**src/pcds_pkg.sv**
```systemverilog
`default_nettype none
package pcds_pkg;

    // management station addressing
    localparam logic [4:0] PHY_ADDR_1     = 5'h01;
    localparam logic [4:0] PHY_ADDR_2     = 5'h02;
    localparam logic [4:0] REG_PARTNER    = 5'h05;
    localparam logic [4:0] REG_CABLE_DIAG = 5'h1D;
    localparam logic [4:0] REG_SPECIAL    = 5'h1F;

    // management frame fields
    localparam logic [5:0] PREAMBLE_LEN   = 6'h20;
    localparam logic [1:0] OP_WRITE       = 2'h1;
    localparam logic [1:0] OP_READ        = 2'h2;
    localparam logic [4:0] OP_BITS        = 5'h02;
    localparam logic [4:0] ADDR_BITS      = 5'h0A;
    localparam logic [4:0] DATA_BITS      = 5'h10;

    // partner ability field positions
    localparam int PARTNER_PAUSE_POS      = 10;
    localparam int PARTNER_ABIL_LSB       = 5;

    // cable diagnostic field positions
    localparam int DIAG_START_POS         = 15;
    localparam int DIAG_OUTCOME_LSB       = 13;
    localparam int DIAG_SHORT_POS         = 12;
    localparam int DIAG_COUNT_LSB         = 0;

    // special register field positions
    localparam int SPEC_POLARITY_POS      = 5;
    localparam int SPEC_MDI_POS           = 4;
    localparam int SPEC_FORCE_LINK_POS    = 3;
    localparam int SPEC_PWR_SAVE_OFF_POS  = 2;
    localparam int SPEC_REMOTE_LOOP_POS   = 1;
    localparam int SPEC_RESERVED_POS      = 0;

    // reset values
    localparam logic [1:0] OUTCOME_RESET       = 2'h0;
    localparam logic [8:0] FAULT_COUNT_RESET   = 9'h000;
    localparam logic       PWR_SAVE_OFF_RESET  = 1'b1;

    // test outcome codes
    localparam logic [1:0] OUTCOME_NORMAL = 2'h0;
    localparam logic [1:0] OUTCOME_OPEN   = 2'h1;
    localparam logic [1:0] OUTCOME_SHORT  = 2'h2;
    localparam logic [1:0] OUTCOME_FAILED = 2'h3;

    // per-phy line state from the analog side
    typedef struct packed {
        logic       partner_pause;
        logic [3:0] partner_abil;   // 100f, 100h, 10f, 10h
        logic       pol_reversed;
        logic       mdi_status;
    } pcds_status_s;

    // result of one cable measurement
    typedef struct packed {
        logic [1:0] outcome;
        logic       short_near_flag;
        logic [8:0] fault_count;
    } pcds_diag_s;

    // per-phy controls driven into the phy
    typedef struct packed {
        logic force_link;
        logic power_save_en;
        logic remote_loopback;
    } pcds_ctrl_s;

endpackage
`default_nettype wire

```
**src/pcds_phy_bank.sv**
```systemverilog
`timescale 1ns/100ps
`default_nettype none
module pcds_phy_bank (
    input  wire logic                  ref_clk_in,
    input  wire logic                  rst_in,
    input  wire logic                  wr_in,
    input  wire logic [4:0]            register_select_in,
    input  wire logic [15:0]           wdata_in,
    input  wire pcds_pkg::pcds_status_s status_in,
    input  wire pcds_pkg::pcds_diag_s   diag_in,
    input  wire logic                  diag_done_in,
    output logic [15:0]                rd_data_out,
    output pcds_pkg::pcds_ctrl_s        ctrl_out,
    output logic                       diag_start_out
);

    logic                test_running;
    pcds_pkg::pcds_diag_s diag_held;
    logic                force_link;
    logic                pwr_save_off;
    logic                remote_loop;
    logic                reserved_bit;
    logic                wr_diag;
    logic                wr_special;

    assign wr_diag    = wr_in && (register_select_in == pcds_pkg::REG_CABLE_DIAG);
    assign wr_special = wr_in && (register_select_in == pcds_pkg::REG_SPECIAL);

    ////////////////////////////////////////////////////////////////////////////
    // cable test launch and self-clear
    always_ff @(posedge ref_clk_in or posedge rst_in) begin
        if (rst_in) begin
            test_running   <= 1'b0;
            diag_start_out <= 1'b0;
        end else begin
            diag_start_out <= 1'b0;
            if (!test_running && wr_diag && wdata_in[pcds_pkg::DIAG_START_POS]) begin
                test_running   <= 1'b1;
                diag_start_out <= 1'b1;
            end else if (test_running && diag_done_in) begin
                test_running <= 1'b0;
            end
        end
    end

    // results held until a test completes
    always_ff @(posedge ref_clk_in or posedge rst_in) begin
        if (rst_in) begin
            diag_held.outcome         <= pcds_pkg::OUTCOME_RESET;
            diag_held.short_near_flag <= 1'b0;
            diag_held.fault_count     <= pcds_pkg::FAULT_COUNT_RESET;
        end else if (test_running && diag_done_in) begin
            diag_held <= diag_in;
        end
    end

    // special register writable bits
    always_ff @(posedge ref_clk_in or posedge rst_in) begin
        if (rst_in) begin
            force_link   <= 1'b0;
            pwr_save_off <= pcds_pkg::PWR_SAVE_OFF_RESET;
            remote_loop  <= 1'b0;
            reserved_bit <= 1'b0;
        end else if (wr_special) begin
            force_link   <= wdata_in[pcds_pkg::SPEC_FORCE_LINK_POS];
            pwr_save_off <= wdata_in[pcds_pkg::SPEC_PWR_SAVE_OFF_POS];
            remote_loop  <= wdata_in[pcds_pkg::SPEC_REMOTE_LOOP_POS];
            reserved_bit <= wdata_in[pcds_pkg::SPEC_RESERVED_POS];
        end
    end

    // controls toward the phy
    always_comb begin
        ctrl_out.force_link      = force_link;
        ctrl_out.power_save_en   = ~pwr_save_off;
        ctrl_out.remote_loopback = remote_loop;
    end

    ////////////////////////////////////////////////////////////////////////////
    // read mux, unmapped registers read zero
    always_comb begin
        rd_data_out = 16'h0000;
        unique case (register_select_in)
            pcds_pkg::REG_PARTNER: begin
                rd_data_out[pcds_pkg::PARTNER_PAUSE_POS] = status_in.partner_pause;
                rd_data_out[pcds_pkg::PARTNER_ABIL_LSB +: 4] = status_in.partner_abil;
            end
            pcds_pkg::REG_CABLE_DIAG: begin
                rd_data_out[pcds_pkg::DIAG_START_POS]       = test_running;
                rd_data_out[pcds_pkg::DIAG_OUTCOME_LSB +: 2] = diag_held.outcome;
                rd_data_out[pcds_pkg::DIAG_SHORT_POS]       = diag_held.short_near_flag;
                rd_data_out[pcds_pkg::DIAG_COUNT_LSB +: 9]  = diag_held.fault_count;
            end
            pcds_pkg::REG_SPECIAL: begin
                rd_data_out[pcds_pkg::SPEC_POLARITY_POS]     = status_in.pol_reversed;
                rd_data_out[pcds_pkg::SPEC_MDI_POS]          = status_in.mdi_status;
                rd_data_out[pcds_pkg::SPEC_FORCE_LINK_POS]   = force_link;
                rd_data_out[pcds_pkg::SPEC_PWR_SAVE_OFF_POS] = pwr_save_off;
                rd_data_out[pcds_pkg::SPEC_REMOTE_LOOP_POS]  = remote_loop;
                rd_data_out[pcds_pkg::SPEC_RESERVED_POS]     = reserved_bit;
            end
            default: begin
                rd_data_out = 16'h0000;
            end
        endcase
    end

endmodule
`default_nettype wire

```
**src/pcds_mgmt_top.sv**
```systemverilog
`timescale 1ns/100ps
`default_nettype none
module pcds_mgmt_top (
    input  wire logic                        ref_clk_in,
    input  wire logic                        rst_in,
    input  wire logic                        mdc_in,
    input  wire logic                        mdio_in,
    output logic                             mdio_out,
    output logic                             mdio_oe_out,
    input  wire pcds_pkg::pcds_status_s [1:0] phy_status_in,
    input  wire pcds_pkg::pcds_diag_s   [1:0] diag_result_in,
    input  wire logic [1:0]                  diag_done_in,
    output logic [1:0]                       diag_start_out,
    output pcds_pkg::pcds_ctrl_s        [1:0] phy_ctrl_out
);

    typedef enum logic [2:0] {
        ST_IDLE  = 3'b000,
        ST_START = 3'b001,
        ST_OP    = 3'b010,
        ST_ADDR  = 3'b011,
        ST_TA    = 3'b100,
        ST_DATA  = 3'b101
    } pcds_frame_e;

    pcds_frame_e  state;
    logic         mdc_prev;
    logic         mdc_rise;
    logic [5:0]   pre_cnt;
    logic [4:0]   bit_cnt;
    logic [1:0]   op_code;
    logic [9:0]   addr_sr;
    logic [4:0]   phy_select;
    logic [4:0]   register_select;
    logic         phy_hit;
    logic         phy_index;
    logic [15:0]  rd_sr;
    logic [15:0]  wr_sr;
    logic         wr_pulse;
    logic [15:0]  bank_rd [2];
    logic [1:0]   bank_wr;
    logic [9:0]   next_addr;
    logic [4:0]   next_phy;

    ////////////////////////////////////////////////////////////////////////////
    // mdc edge detection; mdc is sampled as an ordinary synchronous input
    always_ff @(posedge ref_clk_in or posedge rst_in) begin
        if (rst_in) begin
            mdc_prev <= 1'b0;
        end else begin
            mdc_prev <= mdc_in;
        end
    end

    assign mdc_rise  = mdc_in & ~mdc_prev;
    assign next_addr = {addr_sr[8:0], mdio_in};
    assign next_phy  = next_addr[9:5];

    // latched address decode
    assign phy_hit   = (phy_select == pcds_pkg::PHY_ADDR_1) ||
                       (phy_select == pcds_pkg::PHY_ADDR_2);
    assign phy_index = (phy_select == pcds_pkg::PHY_ADDR_2);

    ////////////////////////////////////////////////////////////////////////////
    // frame sequencer
    always_ff @(posedge ref_clk_in or posedge rst_in) begin
        if (rst_in) begin
            state   <= ST_IDLE;
            pre_cnt <= 6'h00;
            bit_cnt <= 5'h00;
        end else if (mdc_rise) begin
            unique case (state)
                ST_IDLE: begin
                    if (mdio_in) begin
                        if (pre_cnt != pcds_pkg::PREAMBLE_LEN) begin
                            pre_cnt <= pre_cnt + 6'h01;
                        end
                    end else begin
                        // zero after a full preamble is the first start bit
                        if (pre_cnt == pcds_pkg::PREAMBLE_LEN) begin
                            state <= ST_START;
                        end
                        pre_cnt <= 6'h00;
                    end
                end
                ST_START: begin
                    state   <= mdio_in ? ST_OP : ST_IDLE;
                    bit_cnt <= 5'h00;
                end
                ST_OP: begin
                    bit_cnt <= bit_cnt + 5'h01;
                    if (bit_cnt == pcds_pkg::OP_BITS - 5'h01) begin
                        state   <= ST_ADDR;
                        bit_cnt <= 5'h00;
                    end
                end
                ST_ADDR: begin
                    bit_cnt <= bit_cnt + 5'h01;
                    if (bit_cnt == pcds_pkg::ADDR_BITS - 5'h01) begin
                        bit_cnt <= 5'h00;
                        // unknown opcodes abandon the frame
                        if ((op_code == pcds_pkg::OP_READ) || (op_code == pcds_pkg::OP_WRITE)) begin
                            state <= ST_TA;
                        end else begin
                            state <= ST_IDLE;
                        end
                    end
                end
                ST_TA: begin
                    bit_cnt <= bit_cnt + 5'h01;
                    if (bit_cnt == 5'h01) begin
                        state   <= ST_DATA;
                        bit_cnt <= 5'h00;
                    end
                end
                ST_DATA: begin
                    bit_cnt <= bit_cnt + 5'h01;
                    if (bit_cnt == pcds_pkg::DATA_BITS - 5'h01) begin
                        state   <= ST_IDLE;
                        bit_cnt <= 5'h00;
                    end
                end
                default: begin
                    state <= ST_IDLE;
                end
            endcase
        end
    end

    ////////////////////////////////////////////////////////////////////////////
    // opcode and address capture
    always_ff @(posedge ref_clk_in or posedge rst_in) begin
        if (rst_in) begin
            op_code         <= 2'h0;
            addr_sr         <= 10'h000;
            phy_select      <= 5'h00;
            register_select <= 5'h00;
        end else if (mdc_rise) begin
            if (state == ST_OP) begin
                op_code <= {op_code[0], mdio_in};
            end
            if (state == ST_ADDR) begin
                addr_sr <= next_addr;
                if (bit_cnt == pcds_pkg::ADDR_BITS - 5'h01) begin
                    phy_select      <= next_phy;
                    register_select <= next_addr[4:0];
                end
            end
        end
    end

    ////////////////////////////////////////////////////////////////////////////
    // read data shift and pin drive
    always_ff @(posedge ref_clk_in or posedge rst_in) begin
        if (rst_in) begin
            rd_sr       <= 16'h0000;
            mdio_out    <= 1'b0;
            mdio_oe_out <= 1'b0;
        end else if (mdc_rise) begin
            unique case (state)
                ST_TA: begin
                    if (op_code == pcds_pkg::OP_READ && phy_hit) begin
                        if (bit_cnt == 5'h00) begin
                            // second turnaround bit is driven low
                            rd_sr       <= bank_rd[phy_index];
                            mdio_out    <= 1'b0;
                            mdio_oe_out <= 1'b1;
                        end else begin
                            mdio_out <= rd_sr[15];
                            rd_sr    <= {rd_sr[14:0], 1'b0};
                        end
                    end
                end
                ST_DATA: begin
                    if (bit_cnt == pcds_pkg::DATA_BITS - 5'h01) begin
                        mdio_oe_out <= 1'b0;
                        mdio_out    <= 1'b0;
                    end else begin
                        mdio_out <= rd_sr[15];
                        rd_sr    <= {rd_sr[14:0], 1'b0};
                    end
                end
                default: begin
                    mdio_oe_out <= 1'b0;
                    mdio_out    <= 1'b0;
                end
            endcase
        end
    end

    ////////////////////////////////////////////////////////////////////////////
    // write data capture; pulse after the last data bit
    always_ff @(posedge ref_clk_in or posedge rst_in) begin
        if (rst_in) begin
            wr_sr    <= 16'h0000;
            wr_pulse <= 1'b0;
        end else begin
            wr_pulse <= 1'b0;
            if (mdc_rise && state == ST_DATA) begin
                wr_sr <= {wr_sr[14:0], mdio_in};
                if (bit_cnt == pcds_pkg::DATA_BITS - 5'h01) begin
                    wr_pulse <= (op_code == pcds_pkg::OP_WRITE) && phy_hit;
                end
            end
        end
    end

    // route the write to the addressed phy
    assign bank_wr[0] = wr_pulse && !phy_index;
    assign bank_wr[1] = wr_pulse && phy_index;

    ////////////////////////////////////////////////////////////////////////////
    // one register bank per phy
    for (genvar i = 0; i < 2; i++) begin : g_bank
        pcds_phy_bank u_bank (
            .ref_clk_in         (ref_clk_in),
            .rst_in             (rst_in),
            .wr_in              (bank_wr[i]),
            .register_select_in (register_select),
            .wdata_in           (wr_sr),
            .status_in          (phy_status_in[i]),
            .diag_in            (diag_result_in[i]),
            .diag_done_in       (diag_done_in[i]),
            .rd_data_out        (bank_rd[i]),
            .ctrl_out           (phy_ctrl_out[i]),
            .diag_start_out     (diag_start_out[i])
        );
    end

endmodule
`default_nettype wire

```
**config.mk**
```make
export PLATFORM = sky130hd
export DESIGN_NAME = pcds_mgmt_top
export DESIGN_NICKNAME = d
export VERILOG_FILES = /design/src/pcds_pkg.sv /design/src/pcds_phy_bank.sv /design/src/pcds_mgmt_top.sv
export SDC_FILE = /design/constraint.sdc
export NUM_CORES = 1
export LEC_CHECK = 0
export BUFFER_PORTS_ARGS = -buffer_cell sky130_fd_sc_hd__buf_4
export CAP_MARGIN = 15
export CORE_MARGIN = 10
export CORE_UTILIZATION = 33
export DETAILED_ROUTE_END_ITERATION = 10
export SYNTH_ARGS = -nofsm -noshare
export SYNTH_HDL_FRONTEND = slang
export SYNTH_SLANG_ARGS = --single-unit
```
**constraint.sdc**
```tcl
create_clock -name ref_clk_in -period 9.2 [get_ports ref_clk_in]
set_clock_uncertainty 0.1 [all_clocks]
set_input_delay 0.92 -clock ref_clk_in [delete_from_list [all_inputs] [get_ports ref_clk_in]]
set_output_delay 0.92 -clock ref_clk_in [all_outputs]
set_load 0.05 [all_outputs]
```
# Word level (Yosys, flattened, before mapping)
# Index checks and enable logic that the tools add are counted.
# op_classes
multipliers	0
addsub	2
shift	0
magnitude_cmp	1
n_reduce_logical	36
eq_ne	27
bitwise	5
mux	48
n_div	0
# ops
cell	count
$mux 16	6
$pmux 16 s2	1
$mux 3	7
$pmux 5 s2	2
$pmux 5 s4	1
$ne 2x2->1 const B	9
$pmux 3 s6	1
$mux 1	16
$logic_and 1x1->1	15
$mux 5	3
$mux 6	2
$pmux 3 s2	2
$eq 5x1->1 const B	2
$eq 5x4->1 const B	2
$eq 5x5->1 const B	2
$mux 4	2
$reduce_and 2->1	4
$reduce_and 4->1	2
$reduce_and 7->1	1
$add 6x1->6 const B	1
$eq 3x2->1 const B	2
$eq 3x3->1 const B	2
$eq 6x6->1 const B	1
$ne 6x6->1 const B	1
22 further kinds	32
# totals
latchBits	0
n_memories	0
wordCells	150
romBits	0
regBits	107
in_bits	44
ramBits	0

# Longest topological paths before layout
# depth
depth_word	8
depth_mapped	10
depth_no_buf	8

# Modules after synthesis
# A second synthesis with hierarchy kept.
# unflattened
cells_unflattened	484
hier_area_um2	5636.7
# modules_own_cells
module	n_inst	area_each_um2	cells_each
pcds_mgmt_top	1	3803.6	342
pcds_phy_bank (g_bank[1].u_bank)	1	927.1	71
pcds_phy_bank (g_bank[0].u_bank)	1	905.9	71

# Least setup slack after synthesis
# Ideal clock, no wire load.
# synth_timing
kind	in2reg
startpoint	input port mdc_in
endpoint	register rd_sr[7]
setup_slack_ns	6.824
setup_ns	0.121
arrival_time_ns	2.155
cell_stages	7
path_buffers	3
cell_sequence	nor2b_1 > clkbuf_1 > nand2_1 > or3_1 > buf_2 > buf_2 > a22o_1
# synth_between
elab_chain_cells	2
# synth_rtl
element	line_no	source
start, declared	pcds_mgmt_top.sv:6	input wire logic mdc_in,
$and 1x1->1	pcds_mgmt_top.sv:55	assign mdc_rise = mdc_in & ~mdc_prev;
$reduce_and 4->1 (no line)	n/a	
end signal, assigned	pcds_mgmt_top.sv:165	rd_sr <= bank_rd[phy_index];
end signal, assigned	pcds_mgmt_top.sv:170	rd_sr <= {rd_sr[14:0], 1'b0};
end signal, assigned	pcds_mgmt_top.sv:180	rd_sr <= {rd_sr[14:0], 1'b0};
end, declared	pcds_mgmt_top.sv:37	logic [15:0] rd_sr;
# No other way between the ends.
# A chain may end at the register's enable or synchronous reset.

# Worst setup path after layout
# layout_timing
startpoint	register bit_cnt[0]
endpoint	register rd_sr[3]
# layout_between
elab_chain_cells	4
word_cells_on_any_way	7
classes_between	eq/ne: 2; mux: 3; reduce/logical: 2
# layout_rtl
element	line_no	source
start, declared	pcds_mgmt_top.sv:30	logic [4:0] bit_cnt;
start signal, assigned	pcds_mgmt_top.sv:91	bit_cnt <= bit_cnt + 5'h01;
start signal, assigned	pcds_mgmt_top.sv:98	bit_cnt <= bit_cnt + 5'h01;
start signal, assigned	pcds_mgmt_top.sv:110	bit_cnt <= bit_cnt + 5'h01;
$logic_not 5->1	pcds_mgmt_top.sv:163	if (bit_cnt == 5'h00) begin
$mux 16	pcds_mgmt_top.sv:163	
$mux 16	pcds_mgmt_top.sv:162	if (op_code == pcds_pkg::OP_READ && phy_hit) begin
$pmux 16 s2	pcds_mgmt_top.sv:160	unique case (state)
# Parallel ways exist; a longest one is shown, timed or not. The select of a mux whose other input is x is not followed.

==> impl_metrics.py <==
metrics = {
    "route": {
        "wl_met2_um": 5260,
        "totalWireLength_um": 11200,
        "route.detailed.wl_per_inst_um": 16.2,
        "met3_length_um": 451,
        "initialDrtViolationCount": 271,
        "routed-via-count": 3458,
        "ant_nets": 0,
        "vias_per_cell": 4.98,
        "route.layer.met1.wl_um": 5430,
        "maxUsedRoutingLayer": "met4",
        "drt_pass1_iterations": 5,
        "detail_route.drc_violations": 0,
    },
    "finish": {
        "final_util_pct": 38.9,
        "nets": 531,
        "antennaDiodeCount": 0,
        "instances_no_fill": 694,
        "fin_area_mm2": 0.00594,
        "layout-area-overhead-vs-synth_pct": 15.5,
        "post_route_cells_drive_above_1_share_pct": 31.5,
    },
    "place": {
        "place_inst": 678,
        "dp_slack_ns": 6.16,
        "hpwl_um": 8150,
        "area_after_detailed_placement_mm2": 0.00565,
        "gp_congestion": 0.777,
        "portBuffers": 53,
    },
    "logic_synthesis": {
        "synthesis.area_per_instance_um2": 11.7,
        "synth_seq_cells": 107,
        "gate_count_post_synth": 438,
        "synth_sequential_area_ratio_pct": 52.1,
        "async_flop_share_pct": 100,
        "yosys_warnings": 0,
        "post_synth_num_cell_types": 58,
        "syn_area_mm2": 0.00514,
        "postSynth.topFlopCell": "sky130_fd_sc_hd__dfrtp_1",
        "number_of_flops_mapped_to_enable_cells_by_yosys": 0,
        "synthesis.nets": 491,
    },
    "clock_tree": {
        "tritoncts.num_buffers": 9,
        "clk-insertion-delay-late_ns": 0.36,
        "clockRootBuffer": "sky130_fd_sc_hd__clkbuf_16",
        "clock_net_sink_count": 107,
        "cts_post_setup_buffers_inserted": 0,
        "cts_hold_repair.buffers": 0,
        "clk_path_buf_depth": 2,
        "post_cts.resized_instances": 0,
        "h-tree-depth": 3,
        "path_clk_slew_ns": 0.07,
        "cts_tree": "built",
    },
    "sta": {
        "setup_violations": 0,
        "clock.fmax_mhz": 348,
        "finalCriticalPeriod_ns": 2.87,
        "tightestPinTransition_ns": 1.08,
        "post-route-worst-setup-slack_ns": 6.33,
        "grt_setup_unrepaired": "no",
        "hold_violations": 0,
        "final_min_period_over_clock_period_pct": 31.2,
        "finalMaxSlewViolations": 0,
        "relSlewSlack_pct": 27.9,
        "whs_ns": 0.383,
        "setup_total_negative_slack_ns": 0,
    },
    "setup_path": {
        "critical-path-slowest-cell": "sky130_fd_sc_hd__nor2b_1",
        "setup.worst_path.start_class": "register",
        "cp_data_arrival_time_ns": 3.02,
        "worst_path_largest_cell_delay_ns": 0.85,
        "critical_path.top_delay_family": "simple AND/OR/NAND/NOR gates",
        "timing_worst_setup_path_type": "reg2reg",
        "critical_path_buf_inv_count": 1,
        "crit_path_cell_trace": "inv_1, ha_1, or4b_4, nor2b_1, o221ai_1, a22o_1",
        "setup.worst_path.end_class": "register",
        "cp.required_ns": 9.35,
        "critPathMaxFanout": 16,
    },
    "die": {
        "core_mm2": 0.0153,
        "effective_utilization_at_floorplan_pct": 33.7,
        "std_cell_rows": 45,
        "dieHeight_um": 145,
        "dieWidth_um": 145,
        "die_area_mm2": 0.0210,
        "design.portCount": 54,
    },
    "run_status": {
        "run_status": "finished clean",
    },
    "pwr": {
        "ir_worst_vdd_v": 0.0000934,
        "power.static_leakage_nw": 2.83,
        "p_total_mw": 1.15,
        "power_density_mw_per_mm2": 193,
    },
    "global_routing": {
        "antenna_found_initial": 0,
        "global_route.usage.total_pct": 11.1,
        "grt_pass1_vias": 3568,
        "global_route_wire_length_before_repair_um": 18500,
        "grt_start_max_net_pins": 71,
        "globalRouteOverflowTotal": 0,
    },
    "run": {
        "max_cap_viol_count": 0,
    },
    "worst_hold_path": {
        "class_of_the_worst_hold_path": "reg2reg",
    },
}
[power by group]
group	switching [mW]	internal (mW)	total, mW
clock	0.180	0.196	0.376
sequential	0.0635	0.515	0.579
combinational	0.0961	0.0945	0.191
[logic make-up after synthesis]
| family | count (synthesis) | synth area share [%] |
|---|---|---|
| muxes | 89 | 18.9 |
| AOI/OAI and AO/OA | 75 | 10.4 |
| DFF | 107 | 52.1 |
| buffers and inverters | 43 | 4.55 |
| adders and majority gates | 9 | 2.19 |
| xor gates and xnor gates | 4 | 0.681 |
| and+or+nand+nor | 111 | 11.2 |
[worst min-delay path: stages, from the launching register on]
cell                      delay [ns]
sky130_fd_sc_hd__dfrtp_1        0.35
sky130_fd_sc_hd__nand2_1        0.06
sky130_fd_sc_hd__o21ai_2        0.05
[cell type report]
cell class                 count  area (um^2)
multi-input combinational    288         2230
inverter                      17         66.3
tap                          211          264
fill                        1442         9320
sequential                   107         2680
clock buffer                  11          243
clock inverter                 5         45.0
timing repair buffer          55          413
[synth_stat cells, types with 2 or more instances]
cell type	number	share of area, %
sky130_fd_sc_hd__a211o_1	2	0.34
sky130_fd_sc_hd__a211oi_1	2	0.29
sky130_fd_sc_hd__a21boi_0	2	0.29
sky130_fd_sc_hd__a21o_1	2	0.29
sky130_fd_sc_hd__a21oi_1	9	0.88
sky130_fd_sc_hd__a22o_1	9	1.5
sky130_fd_sc_hd__a2bb2oi_1	4	0.68
sky130_fd_sc_hd__a31o_2	2	0.34
sky130_fd_sc_hd__a31oi_1	2	0.24
sky130_fd_sc_hd__and3_1	3	0.36
sky130_fd_sc_hd__buf_2	7	0.68
sky130_fd_sc_hd__buf_4	9	1.3
sky130_fd_sc_hd__buf_6	4	0.88
sky130_fd_sc_hd__clkbuf_1	5	0.36
sky130_fd_sc_hd__dfrtp_1	105	51
sky130_fd_sc_hd__dfstp_2	2	1.0
sky130_fd_sc_hd__ha_1	9	2.2
sky130_fd_sc_hd__inv_1	17	1.2
sky130_fd_sc_hd__mux2_2	66	14
sky130_fd_sc_hd__mux2i_1	23	4.5
sky130_fd_sc_hd__nand2_1	29	2.1
sky130_fd_sc_hd__nand2b_1	2	0.24
sky130_fd_sc_hd__nand3_1	9	0.88
sky130_fd_sc_hd__nand3b_1	2	0.29
sky130_fd_sc_hd__nand4_1	4	0.49
sky130_fd_sc_hd__nor2_1	32	2.3
sky130_fd_sc_hd__nor2b_1	6	0.73
sky130_fd_sc_hd__nor3_1	6	0.58
sky130_fd_sc_hd__nor3_4	2	0.63
sky130_fd_sc_hd__nor3b_1	3	0.44
sky130_fd_sc_hd__nor4_1	3	0.36
sky130_fd_sc_hd__o21ai_0	14	1.4
sky130_fd_sc_hd__o21ai_1	5	0.49
sky130_fd_sc_hd__o221ai_1	8	1.4
sky130_fd_sc_hd__o22ai_1	2	0.24
sky130_fd_sc_hd__o31ai_1	2	0.29
sky130_fd_sc_hd__or3_1	2	0.24
sky130_fd_sc_hd__xor2_1	3	0.51
[worst paths after layout]
| path | start | endpoint | slack (ns) | cells after the start |
|---|---|---|---|---|
| max in group asynchronous | rst_in | addr_sr[1]$_DFFE_PP0P_ | 7.24 | 3 |
| min in group asynchronous | rst_in | wr_sr[6]$_DFFE_PP0P_ | 0.48 | 2 |
| worst min register to register | rd_sr[10]$_DFFE_PP0P_ | rd_sr[10]$_DFFE_PP0P_ | 0.38 | 2 |
| worst min-delay path | rd_sr[10]$_DFFE_PP0P_ | rd_sr[10]$_DFFE_PP0P_ | 0.38 | 2 |
| worst max-delay path | bit_cnt[0]$_DFFE_PP0P_ | rd_sr[3]$_DFFE_PP0P_ | 6.33 | 6 |
| worst max register to register | bit_cnt[0]$_DFFE_PP0P_ | rd_sr[3]$_DFFE_PP0P_ | 6.33 | 6 |
[cell usage in the layout, fill, tap and decap left out, types with 14 or more instances in the layout]
cell	synthesis	final
sky130_fd_sc_hd__mux2_2	66	66
sky130_fd_sc_hd__nor2_1	32	32
sky130_fd_sc_hd__mux2i_1	23	23
sky130_fd_sc_hd__dfrtp_1	105	105
sky130_fd_sc_hd__o21ai_0	14	14
sky130_fd_sc_hd__buf_4	9	55
sky130_fd_sc_hd__nand2_1	29	29
sky130_fd_sc_hd__inv_1	17	16
[state kept, by name (all words and copies together) (netlist names), 3 cells and up]
name,flops
addr_sr,9
bit_cnt,5
g_bank.u_bank.diag_held,24
phy_select,5
pre_cnt,6
rd_sr,16
register_select,5
state,3
wr_sr,16
[layer usage]
layer / vias to the layer above / track usage (%)
met2: 47 / 16.6
met4: 0 / 3.40
li1: 1642 / -
met5: - / 0
met3: 7 / 2.77
met1: 1762 / 15.2
Note: power is estimated with default switching activity, not from simulation.
